===== src/rtl/pmc_pkg.sv =====
// ============================================================
// How it works
// - Level and mode combine into three states; handler never runs at user
// - Handler mode, privileged, for exceptions; thread mode otherwise
// - User level blocks restricted accesses; each attempt raises a fault
// - Privileged level allows every register access without fault; legacy and size-0 encodings fault at any level
// - Separate main and process stack pointers are held
// - Only 16-bit and 32-bit compact encodings decode; legacy set faults
// - 4 GB map with code, data, peripheral regions
// - Bit-band alias decodes to an SRAM word address and bit number
// - Unaligned loads are merged from two words by the data path; word-crossing accesses are flagged
// - Control bit 0 selects thread privilege, bit 1 selects stack
// - Process stack only at user thread; stack bit zero in handler
// - Banked stack pointer low two bits are forced to zero
// ============================================================
package pmc_pkg;
    localparam int          ADDR_W        = 32;
    localparam logic [1:0]  CTRL_RESET    = 2'h0;
    localparam int          CTRL_NPRIV    = 0;
    localparam int          CTRL_SPSEL    = 1;
    localparam logic [31:0] SP_RESET      = 32'h0000_0000;
    localparam logic [31:0] SP_ALIGN_MASK = 32'hFFFF_FFFC;
    // Address region bases (top bits)
    localparam logic [2:0]  REG_CODE      = 3'h0;
    localparam logic [2:0]  REG_SRAM      = 3'h1;
    localparam logic [2:0]  REG_PERIPH    = 3'h2;
    // Bit-band windows
    localparam logic [31:0] BB_SRAM_BASE  = 32'h2000_0000;
    localparam logic [31:0] BB_ALIAS_BASE = 32'h2200_0000;
    localparam logic [31:0] BB_ALIAS_END  = 32'h23FF_FFFF;
    // Instruction width codes
    localparam logic [1:0]  ISZ_16        = 2'h1;
    localparam logic [1:0]  ISZ_32        = 2'h2;
    localparam logic [1:0]  ISZ_LEGACY    = 2'h3;
    // Combined operating state
    typedef enum logic [1:0] {
        PMC_PRIV_THREAD,
        PMC_USER_THREAD,
        PMC_PRIV_HANDLER
    } pmc_state_t;
endpackage


===== src/rtl/pmc_lane_merge.sv =====
`timescale 1ns/1ps
`default_nettype none
// ============================================================
// Unaligned lane shifter
module pmc_lane_merge #(
    parameter int W = 32
) (
    input  wire logic [W-1:0]   word_lo_in,
    input  wire logic [W-1:0]   word_hi_in,
    input  wire logic [1:0]     byte_off_in,
    output logic      [W-1:0]   data_out
);
    logic [2*W-1:0] both;
    // Concatenate and shift right by byte offset
    always_comb begin
        both     = {word_hi_in, word_lo_in} >> {byte_off_in, 3'h0};
        data_out = both[W-1:0];
    end
endmodule
`default_nettype wire


===== src/rtl/pmc_core_mode.sv =====
`timescale 1ns/1ps
`default_nettype none
module pmc_core_mode (
    input  wire logic        core_clk_in,
    input  wire logic        srst_in,
    input  wire logic        ce_in,
    input  wire logic        exc_entry_in,
    input  wire logic        exc_return_in,
    input  wire logic        ctrl_wr_in,
    input  wire logic [1:0]  ctrl_wdata_in,
    input  wire logic        sp_wr_in,
    input  wire logic [31:0] sp_wdata_in,
    input  wire logic        msp_wr_in,
    input  wire logic        psp_wr_in,
    input  wire logic        restricted_in,
    input  wire logic        instr_valid_in,
    input  wire logic [1:0]  instr_size_in,
    input  wire logic        mem_req_in,
    input  wire logic [31:0] mem_addr_in,
    input  wire logic [1:0]  mem_size_in,
    input  wire logic [31:0] mem_word_lo_in,
    input  wire logic [31:0] mem_word_hi_in,
    input  wire logic        bb_wdata_in,
    output logic [1:0]       ctrl_out,
    output logic [1:0]       state_out,
    output logic             handler_out,
    output logic             user_out,
    output logic             psp_active_out,
    output logic [31:0]      sp_out,
    output logic [31:0]      main_stack_pointer_out,
    output logic [31:0]      process_stack_pointer_out,
    output logic             fault_out,
    output logic             instr_accept_out,
    output logic [2:0]       region_out,
    output logic             bb_hit_out,
    output logic [31:0]      bb_word_addr_out,
    output logic [4:0]       bb_bit_out,
    output logic             bb_wdata_out,
    output logic             unaligned_out,
    output logic [31:0]      load_data_out
);
    // ========================================================
    // Mode state
    logic [1:0]  ctrl_q;
    logic        handler_q;
    logic [31:0] main_stack_pointer_q;
    logic [31:0] process_stack_pointer_q;
    logic        fault_q;
    logic        privileged;
    logic        psp_active;

    // Privileged unless user bit set in thread mode
    assign privileged = handler_q | ~ctrl_q[pmc_pkg::CTRL_NPRIV];
    // Process stack only for a user-level thread with the stack bit set
    assign psp_active = ~privileged & ctrl_q[pmc_pkg::CTRL_SPSEL];

    // Handler on exception entry, thread on return
    always_ff @(posedge core_clk_in) begin
        if (srst_in) begin
            handler_q <= 1'b0;
        end else if (ce_in) begin
            if (exc_entry_in) begin
                handler_q <= 1'b1;
            end else if (exc_return_in) begin
                handler_q <= 1'b0;
            end
        end
    end

    // Control bits; only privileged writes, stack bit cleared in handler
    always_ff @(posedge core_clk_in) begin
        if (srst_in) begin
            ctrl_q <= pmc_pkg::CTRL_RESET;
        end else if (ce_in) begin
            if (ctrl_wr_in && privileged && !exc_entry_in) begin
                ctrl_q[pmc_pkg::CTRL_NPRIV] <=
                    ctrl_wdata_in[pmc_pkg::CTRL_NPRIV];
                ctrl_q[pmc_pkg::CTRL_SPSEL] <= ~handler_q
                    & ctrl_wdata_in[pmc_pkg::CTRL_SPSEL];
            end else if (exc_entry_in) begin
                ctrl_q[pmc_pkg::CTRL_SPSEL] <= 1'b0;
            end
        end
    end

    // Two banked stack pointers, word aligned
    always_ff @(posedge core_clk_in) begin
        if (srst_in) begin
            main_stack_pointer_q    <= pmc_pkg::SP_RESET;
            process_stack_pointer_q <= pmc_pkg::SP_RESET;
        end else if (ce_in) begin
            if ((sp_wr_in && !psp_active) || (msp_wr_in && privileged)) begin
                main_stack_pointer_q <=
                    sp_wdata_in & pmc_pkg::SP_ALIGN_MASK;
            end
            if ((sp_wr_in && psp_active) || (psp_wr_in && privileged)) begin
                process_stack_pointer_q <=
                    sp_wdata_in & pmc_pkg::SP_ALIGN_MASK;
            end
        end
    end

    // Fault pulse on blocked access, legacy encoding or size-0 encoding
    always_ff @(posedge core_clk_in) begin
        if (srst_in) begin
            fault_q <= 1'b0;
        end else if (ce_in) begin
            fault_q <= (restricted_in & ~privileged)
                     | (!privileged & (ctrl_wr_in | msp_wr_in | psp_wr_in))
                     | (instr_valid_in
                        & (instr_size_in == pmc_pkg::ISZ_LEGACY
                           || instr_size_in == 2'h0));
        end
    end

    // ========================================================
    // Memory side
    logic [31:0] bb_off;
    logic        bb_hit;
    logic [31:0] merged_q;
    logic [31:0] merged;
    logic        unaligned_q;

    assign bb_hit = mem_req_in && mem_addr_in >= pmc_pkg::BB_ALIAS_BASE
                    && mem_addr_in <= pmc_pkg::BB_ALIAS_END;
    assign bb_off = mem_addr_in - pmc_pkg::BB_ALIAS_BASE;

    // Bit-band alias decode, registered
    always_ff @(posedge core_clk_in) begin
        if (srst_in) begin
            bb_hit_out       <= 1'b0;
            bb_word_addr_out <= 32'h0000_0000;
            bb_bit_out       <= 5'h00;
            bb_wdata_out     <= 1'b0;
        end else if (ce_in) begin
            bb_hit_out       <= bb_hit;
            bb_word_addr_out <= pmc_pkg::BB_SRAM_BASE
                              + {10'h000, bb_off[26:7], 2'h0};
            bb_bit_out       <= bb_off[6:2];
            bb_wdata_out     <= bb_wdata_in;
        end
    end

    // Region decode, registered from top three address bits
    always_ff @(posedge core_clk_in) begin
        if (srst_in) begin
            region_out <= pmc_pkg::REG_CODE;
        end else if (ce_in) begin
            region_out <= mem_addr_in[31:29];
        end
    end

    pmc_lane_merge #(
        .W (pmc_pkg::ADDR_W)
    ) u_merge (
        .word_lo_in  (mem_word_lo_in),
        .word_hi_in  (mem_word_hi_in),
        .byte_off_in (mem_addr_in[1:0]),
        .data_out    (merged)
    );

    // Unaligned load result and split flag
    always_ff @(posedge core_clk_in) begin
        if (srst_in) begin
            merged_q    <= 32'h0000_0000;
            unaligned_q <= 1'b0;
        end else if (ce_in) begin
            merged_q    <= merged;
            unaligned_q <= mem_req_in && ({1'b0, mem_addr_in[1:0]}
                           + {1'b0, (mem_size_in == 2'h2) ? 2'h3
                              : (mem_size_in == 2'h1) ? 2'h1 : 2'h0})
                           > 3'h3;
        end
    end

    // Outputs
    assign ctrl_out                  = ctrl_q;
    assign handler_out               = handler_q;
    assign user_out                  = ~privileged;
    assign psp_active_out            = psp_active;
    assign sp_out = psp_active ? process_stack_pointer_q
                               : main_stack_pointer_q;
    assign main_stack_pointer_out    = main_stack_pointer_q;
    assign process_stack_pointer_out = process_stack_pointer_q;
    assign fault_out                 = fault_q;
    assign instr_accept_out = instr_valid_in
        && (instr_size_in == pmc_pkg::ISZ_16
            || instr_size_in == pmc_pkg::ISZ_32);
    assign unaligned_out             = unaligned_q;
    assign load_data_out             = merged_q;
    assign state_out = handler_q ? 2'(pmc_pkg::PMC_PRIV_HANDLER)
                     : privileged ? 2'(pmc_pkg::PMC_PRIV_THREAD)
                     : 2'(pmc_pkg::PMC_USER_THREAD);

    // ========================================================
    // Checks
    property p_no_user_handler;
        @(posedge core_clk_in) disable iff (srst_in)
        handler_out |-> !user_out;
    endproperty
    a_no_user_handler: assert property (p_no_user_handler)
        else $error("handler at user level");

    property p_entry;
        @(posedge core_clk_in) disable iff (srst_in)
        ce_in && exc_entry_in |=> handler_out && !psp_active_out;
    endproperty
    a_entry: assert property (p_entry)
        else $error("exception entry missed");

    property p_user_fault;
        @(posedge core_clk_in) disable iff (srst_in)
        ce_in && restricted_in && user_out |=> fault_out;
    endproperty
    a_user_fault: assert property (p_user_fault)
        else $error("user access not faulted");

    property p_priv_ok;
        @(posedge core_clk_in) disable iff (srst_in)
        ce_in && !user_out && !instr_valid_in |=> !fault_out;
    endproperty
    a_priv_ok: assert property (p_priv_ok)
        else $error("privileged access faulted");

    property p_legacy;
        @(posedge core_clk_in) disable iff (srst_in)
        instr_valid_in && instr_size_in == 2'h3 |-> !instr_accept_out;
    endproperty
    a_legacy: assert property (p_legacy)
        else $error("legacy encoding accepted");

    property p_sp_align;
        @(posedge core_clk_in) disable iff (srst_in)
        sp_out[1:0] == 2'h0;
    endproperty
    a_sp_align: assert property (p_sp_align)
        else $error("stack pointer misaligned");

    property p_sp_sel;
        @(posedge core_clk_in) disable iff (srst_in)
        handler_out |-> sp_out == main_stack_pointer_out;
    endproperty
    a_sp_sel: assert property (p_sp_sel)
        else $error("process stack in handler");

    property p_psp_user;
        @(posedge core_clk_in) disable iff (srst_in)
        psp_active_out |-> user_out && sp_out == process_stack_pointer_out;
    endproperty
    a_psp_user: assert property (p_psp_user)
        else $error("process stack outside user thread");

    property p_reset;
        @(posedge core_clk_in) srst_in |=> ctrl_out == 2'h0 && !handler_out;
    endproperty
    a_reset: assert property (p_reset)
        else $error("reset state wrong");
endmodule
`default_nettype wire


===== config.mk =====
export PLATFORM = sky130hd
export DESIGN_NAME = pmc_core_mode
export DESIGN_NICKNAME = d
export VERILOG_FILES = /design/src/rtl/pmc_pkg.sv /design/src/rtl/pmc_lane_merge.sv /design/src/rtl/pmc_core_mode.sv
export SDC_FILE = /design/constraint.sdc
export NUM_CORES = 1
export LEC_CHECK = 0
export CORE_AREA = 2 2 127 129
export CTS_BUF_LIST = sky130_fd_sc_hd__clkbuf_16
export CTS_CLUSTER_DIAMETER = 150
export DETAILED_ROUTE_END_ITERATION = 10
export DIE_AREA = 0 0 129 131
export DONT_BUFFER_PORTS = 1
export MAX_ROUTING_LAYER = met4
export SETUP_SLACK_MARGIN = 0.3
export SYNTH_ARGS = -nofsm -noshare
export SYNTH_HDL_FRONTEND = slang
export SYNTH_HIERARCHICAL = 1
export SYNTH_SLANG_ARGS = --single-unit

===== constraint.sdc =====
create_clock -name core_clk_in -period 3.18 [get_ports core_clk_in]
set_input_delay 0.318 -clock core_clk_in [delete_from_list [all_inputs] [get_ports core_clk_in]]
set_output_delay 0.318 -clock core_clk_in [all_outputs]
set_load 0.005 [all_outputs]

# Word-level counts from Yosys, hierarchy flattened
# Index checks and enable logic that the tools add are counted.
# word_totals
regBits	139
inputBits	147
elab_cells	72
# classes
addsub	3
order_cmp	3
eq_ne	5
shift	1
mux	9
n_bitwise	13
reduce_logical	25
# op_table
operator	n
$shr A64 B5 Y32	1
$ge A32 B30 Y1 const B	1
$le A32 B30 Y1 const B	1
$mux W32	1
$add A30 B22 Y31 const A	1
$sub A27 B26 Y27 const B	1
$logic_and A1 B1 Y1	10
$reduce_and A2 Y1	5
$eq A2 B2 Y1 const B	3
$mux W1	6
$and A1 B1 Y1	5
$or A1 B1 Y1	5
$eq A2 B1 Y1 const B	2
$logic_or A1 B1 Y1	4
$mux W2	2
$reduce_bool A2 Y1	2
$add A2 B2 Y3	1
$gt A3 B2 Y1 const B	1
$logic_not A1 Y1	3
$not A1 Y1	3
$logic_not A2 Y1	1

# Longest topological paths before layout
# Gate-level depths: netlist of run 1.
# logic_depth
ltp_word	8
mapped_depth	6
ltp_nobuf	6

# Cells and area by module
# Netlist of run 1, hierarchy kept.
# by_module_without_submodules
module	n_inst	cells_each	area_per_inst_um2	seq_area_each_um2
pmc_core_mode	1	530	5298.8	2562.5
pmc_lane_merge	1	40	824.5	0.0

# Worst setup path before layout of run 1
# Ideal clock, no wire load.
# synth_path
path_kind	flip-flop to output port
startpoint	register handler_q, in the netlist handler_out
endpoint	output port sp_out[12]
arrival_time_ps	1248
required_time_ps	2862
setup_slack_ps	1614
stages_incl_launch_ff	5
path_cell_list	dfxtp_1 > and3b_1 > buf_2 > buf_2 > mux2_2
# synth_between
elab_chain_cells	4
# synth_lines
item	line_no	text
start, declared	pmc_core_mode.sv:45	logic handler_q;
start signal, assigned	pmc_core_mode.sv:60	handler_q <= 1'b0;
start signal, assigned	pmc_core_mode.sv:63	handler_q <= 1'b1;
start signal, assigned	pmc_core_mode.sv:65	handler_q <= 1'b0;
$or A1 B1 Y1	pmc_core_mode.sv:53	assign privileged = handler_q | ~ctrl_q[pmc_pkg::CTRL_NPRIV];
$not A1 Y1	pmc_core_mode.sv:55	assign psp_active = ~privileged & ctrl_q[pmc_pkg::CTRL_SPSEL];
$and A1 B1 Y1	pmc_core_mode.sv:55	
net psp_active_out	pmc_core_mode.sv:28	output logic psp_active_out,
$mux W32	pmc_core_mode.sv:181	assign sp_out = psp_active ? process_stack_pointer_q
end, declared	pmc_core_mode.sv:29	output logic [31:0] sp_out,
# The timed path passes the listed nets, and every way through them passes these cells.

# Worst setup path in the final report of run 1
# layout_path
startpoint	register ctrl_q[1], in the netlist ctrl_out[1]
endpoint	output port sp_out[27]
# layout_between
elab_chain_cells	2
# layout_lines
item	line_no	text
start, declared	pmc_core_mode.sv:44	logic [1:0] ctrl_q;
start signal, assigned	pmc_core_mode.sv:73	ctrl_q <= pmc_pkg::CTRL_RESET;
start signal, assigned by index	pmc_core_mode.sv:76	ctrl_q[pmc_pkg::CTRL_NPRIV] <=
start signal, assigned by index	pmc_core_mode.sv:78	ctrl_q[pmc_pkg::CTRL_SPSEL] <= ~handler_q
$and A1 B1 Y1	pmc_core_mode.sv:55	
$mux W32	pmc_core_mode.sv:181	
# Every way passes these cells.

==> results.sh, run 1 <==
export IMPL_synth_top_cells_by_count="dfxtp_1, mux2i_1, nor2_1"
export IMPL_rows=46
export IMPL_ctsHoldBuffers=2
export IMPL_diodes=0
export IMPL_slew_viol_final=0
export IMPL_clock_latency_ps=410
export IMPL_synth_area_leaders="dfxtp_1, mux2i_1, mux4_2"
export IMPL_crit_chain="and3b_1, buf_4, mux2_2"
export IMPL_max_stage_delay_ps=430
export IMPL_worstPathArrival_ps=2100
export IMPL_fmax_mhz=414
export IMPL_grt_pass1_wl_microns=21400
export IMPL_ys_warn_count=6
export IMPL_dpl_cell_area_sq_mm=0.00606
export IMPL_endpoint_kind="output port"
export IMPL_ir_drop_v=0.000336
export IMPL_rsz0062_at_grt="no"
export IMPL_ys_flop_type="dfxtp_1"
export IMPL_p_total_mw=4.19
export IMPL_wire_per_inst_microns=18.9
export IMPL_cts_tree="done"
export IMPL_pre_cts_ws_ps=1190
export IMPL_crit_type="reg2out"
export IMPL_cts_setup_buffers=0
export IMPL_syn_avg_cell_area_sq_um=10.7
export IMPL_fin_crit_ps=2410
export IMPL_die_h_microns=131
export IMPL_antenna_left=0
export IMPL_syn_to_final_growth_pct=9.64
export IMPL_dieArea_sq_mm=0.0169
export IMPL_crit_slowest_cell="dfxtp_1"
export IMPL_cts_htree_levels=4
export IMPL_postLayoutCellArea_sq_mm=0.00671
export IMPL_cp_num_buf_inv=1
export IMPL_synth_top_cell_by_area="dfxtp_1"
export IMPL_synth_seq_cells=128
export IMPL_drive_above_1_share_pct=17.8
export IMPL_core_area_sq_mm=0.0156
export IMPL_synth_edff_count=0
export IMPL_maxCapViolCount=0
export IMPL_dieWidth_microns=129
export IMPL_powerDensity_mw_per_mm2=625
export IMPL_synth_area_sq_mm=0.00612
export IMPL_synth_top_area_share_pct=41.8
export IMPL_drc=0
export IMPL_cts_sinks=128
export IMPL_clk_pin_slew_worst_paths_ps=60
export IMPL_crit_path_start_kind="flop"
export IMPL_yosysSeqAreaShare_pct=41.8
export IMPL_first_global_vias=4029
export IMPL_whs_ps=44.8
export IMPL_hpwl_microns=10700
export IMPL_antenna_found_initial=0
export IMPL_run_status="finished, final reports clean"
export IMPL_gp_congestion=0.867
export IMPL_leakagePower_nw=2.86
export IMPL_dp_cells=745
export IMPL_hold_path_class="in2reg"
export IMPL_ctsResizeCount=0
export IMPL_tightestPinTransition_ps=958
export IMPL_portBuffers=0
export IMPL_synth_cell_types=38
export IMPL_grt_max_degree=99
export IMPL_setup_slack_ps=765
export IMPL_synthCells=570
export IMPL_clock_path_buffers=2
export IMPL_totalWireLength_microns=14700
export IMPL_drt_initial_drc_count=85
export IMPL_nNetsFinal=699
export IMPL_path_delay_family="flip-flops"
export IMPL_critPathMaxFanout=27
export IMPL_num_vias=4137
export IMPL_hold_viol=0
export IMPL_setup_viol=0
export IMPL_cts_buffers=17
export IMPL_skew_ps=8.28
export IMPL_utilization_pct=43.0
export IMPL_root_buffer="clkbuf_16"
export IMPL_dr_pass1_iters=4
export IMPL_grtUsageTotal_pct=17.0
export IMPL_start_util_pct=39.3
export IMPL_synth_most_common_cell="dfxtp_1"
export IMPL_fin_setup_tns_ps=0
export IMPL_grt_overflow_total=0
export IMPL_final_cells=779
export IMPL_io_pins=327
export IMPL_viasPerCell=5.31
export IMPL_synthArstFlopShare_pct=0
export IMPL_cp_required_ps=2860
export IMPL_finalCritPeriodShare_pct=75.9
export IMPL_slew_headroom_pct=35.7
final cells by class:
cell class / instances / area, sq um
clock buffer: 17 / 425
clock inverter: 15 / 193
fill: 1480 / 8880
inverter: 5 / 18.8
multi-input combinational: 391 / 3170
sequential: 128 / 2560
tap: 216 / 270
timing repair buffer: 7 / 75.1
path summary, 6_finish.rpt:
path	to	cells after the start	startpoint	slack [ps]
worst min-delay path	process_stack_pointer_out[8]	2	sp_wdata_in[8]	40
worst max-delay path	sp_out[27]	3	ctrl_out[1]	770
worst min register to register	bb_word_addr_out[29]	2	bb_word_addr_out[29]	490
worst max register to register	main_stack_pointer_out[23]	5	handler_out	1260
routing by layer:
metal  vias to the layer above  part of all wire (%)  track usage, %
met5                         -                     0               -
met4                         0                   1.9            7.48
met3                        22                   9.9            6.35
met2                       226                    50            28.5
met1                      1983                    38            18.2
li1                       1906                     -               -
worst reg2reg max path, cell delays in order, from the launching register on:
cell	delay (ps)
dfxtp_1	460
and3b_1	330
o22ai_4	200
buf_4	460
mux2i_1	290
nor2_1	50
logic make-up after synthesis:
group | share of synthesized area, %
AO/OA/AOI/OAI | 1.61
XOR/XNOR | 0.286
adder cells (fa/ha/maj) | 0.409
buffers and inverters | 7.38
flip-flops | 41.8
multiplexers | 37.0
other | 0.0612
AND/OR/NAND/NOR | 11.4
report_power, final:
group / switching [mW] / internal (mW) / total, mW
registers: 0.0984 / 1.71 / 1.81
logic: 0.155 / 0.205 / 0.359
clock network: 0.720 / 1.31 / 2.03
flip-flops by register name, indices dropped and copies added, names as in the netlist, 2 cells and up:
signal / flops
bb_bit_out: 5
bb_word_addr_out: 21
ctrl_out: 2
load_data_out: 32
main_stack_pointer_out: 30
process_stack_pointer_out: 30
region_out: 3
layout by cell type (no fill, tap or decap), types with 2 or more instances in the layout:
cell type and count:
dfxtp_1 128, clkbuf_16 17, conb_1 17, mux4_2 31, nand2_1 65, inv_1 4, nor2_1 97, a21oi_1 5
bufinv_16 4, and3b_1 2, o21ai_0 2, ha_1 2, mux2_2 30, clkinv_1 3, xor2_1 2, and2_1 2
clkinv_4 4, buf_4 5, clkinv_2 2, mux2i_1 120
Power figures use the tool's default switching activity.
==> run 2: changes to the inputs <==
==> constraint.sdc (replaced) <==
create_clock -name core_clk_in -period 2.4 [get_ports core_clk_in]
set_input_delay 0.24 -clock core_clk_in [delete_from_list [all_inputs] [get_ports core_clk_in]]
set_output_delay 0.24 -clock core_clk_in [all_outputs]
set_load 0.005 [all_outputs]
==> results.sh, run 2 (synthesis gave the netlist of run 1 again) <==
export IMPL_slew_viol_final=0
export IMPL_fin_crit_ps=1910
export IMPL_finalCritPeriodShare_pct=79.6
export IMPL_rows=46
export IMPL_root_buffer="clkbuf_16"
export IMPL_crit_path_start_kind="flop"
export IMPL_cts_tree="done"
export IMPL_dieArea_sq_mm=0.0169
export IMPL_multiInputGateArea_sq_mm=0.00317
export IMPL_clk_pin_slew_worst_paths_ps=60
export IMPL_diodes=0
export IMPL_ir_drop_v=0.000443
export IMPL_fmax_mhz=523
export IMPL_rr_startpoint="handler_out"
export IMPL_portBuffers=0
export IMPL_totalWireLength_microns=15600
export IMPL_crit_slowest_cell="mux2_2"
export IMPL_cts_htree_levels=4
export IMPL_hold_viol=0
export IMPL_powerDensity_mw_per_mm2=769
export IMPL_core_area_sq_mm=0.0156
export IMPL_critPathMaxFanout=25
export IMPL_grtUsageTotal_pct=18.0
export IMPL_drive_above_1_share_pct=16.6
export IMPL_wire_per_inst_microns=18.5
export IMPL_drc=0
export IMPL_cts_buffers=17
export IMPL_cp_required_ps=2160
export IMPL_nNetsFinal=762
export IMPL_crit_type="reg2out"
export IMPL_setup_viol=0
export IMPL_p_total_mw=5.67
export IMPL_run_status="finished, final reports clean"
export IMPL_final_cell_mix="dfxtp_1, mux2i_1, nor2_1"
export IMPL_antenna_found_initial=0
export IMPL_leakagePower_nw=3.12
export IMPL_grt_pass1_wl_microns=22600
export IMPL_syn_to_final_growth_pct=20.3
export IMPL_fin_setup_tns_ps=0
export IMPL_grt_max_degree=99
export IMPL_dieWidth_microns=129
export IMPL_path_delay_family="multiplexers"
export IMPL_max_stage_delay_ps=380
export IMPL_start_util_pct=39.3
export IMPL_clock_latency_ps=410
export IMPL_die_h_microns=131
export IMPL_io_pins=327
export IMPL_antenna_left=0
export IMPL_largest_reg_flops=32
export IMPL_first_global_vias=4416
export IMPL_endpoint_kind="output port"
export IMPL_fill_cells=1418
export IMPL_skew_ps=6.74
export IMPL_maxCapViolCount=0
export IMPL_num_vias=4392
export IMPL_crit_chain="and3b_2, buf_12, mux2_2"
export IMPL_final_common_cell="dfxtp_1"
export IMPL_seq_area_sq_mm=0.00256
export IMPL_min_from="sp_wdata_in[10]"
export IMPL_rsz0062_at_grt="no"
export IMPL_critPathLaunch="handler_out"
export IMPL_cp_num_buf_inv=1
export IMPL_clock_path_buffers=2
export IMPL_viasPerCell=5.22
export IMPL_cts_sinks=128
export IMPL_worstPathArrival_ps=1670
export IMPL_grt_overflow_total=0
export IMPL_hpwl_microns=10700
export IMPL_hold_path_class="in2reg"
export IMPL_drt_initial_drc_count=192
export IMPL_gp_congestion=0.863
export IMPL_dr_pass1_iters=4
[run 2: stage by stage]
stage | utilization, % | hold WS (ps) | setup slack, ps | std cells | instance area (sq um)
2_1_floorplan | - | 339 | 912 | 586 | 6180
3_3_place_gp | 39.1 | 323 | 596 | 746 | 6090
3_5_place_dp | 39.1 | 324 | 561 | 746 | 6090
4_1_cts | 47.2 | 1.15 | 457 | 842 | 7370
5_1_grt | 47.2 | 20.7 | 387 | 842 | 7370
6_report | 47.2 | 23.3 | 489 | 842 | 7370
[run 2: what timing repair did]
action                     4_1_cts  5_1_grt
hold endpoints to repair       128        0
setup endpoints to repair       24        0
resized for setup                1        0
hold buffers                    63        0
setup buffers                    1        0
[run 2: final cells by class]
cell class                      instances  area share (%)
Clock buffer                           17            5.78
Clock inverter                         15            2.62
Inverter                                5           0.255
Multi-Input combinational cell        391            43.0
Sequential cell                       128            34.8
Tap cell                              216            3.67
Timing Repair Buffer                   70            9.85
[run 2: power by group]
group / internal, mW / switching, mW
sequential: 2.26 / 0.130
combinational: 0.341 / 0.235
clock: 1.73 / 0.965
total: 4.34 / 1.33
[run 2: per-layer routing]
metal	global-route usage [%]	share of wire, %	up-vias
li1	-	-	2039
met3	7.41	9.3	17
met5	-	0	-
met4	6.20	1.4	0
met1	18.0	38	2103
met2	31.8	52	233
[run 2: worst reg2reg max path: stages, from the launching register on]
cell and delay [ps]:
dfxtp_1 450, and3b_2 270, buf_4 180, o22ai_4 200
buf_12 260, mux2i_1 270, nor2_1 60
[run 2: final timing paths]
kind / end / slack, ps / cells after the start
max: sp_out[25] / 490 / 3
min: main_stack_pointer_out[10] / 20 / 2
max reg2reg: main_stack_pointer_out[22] / 580 / 6
min reg2reg: bb_word_addr_out[29] / 490 / 2
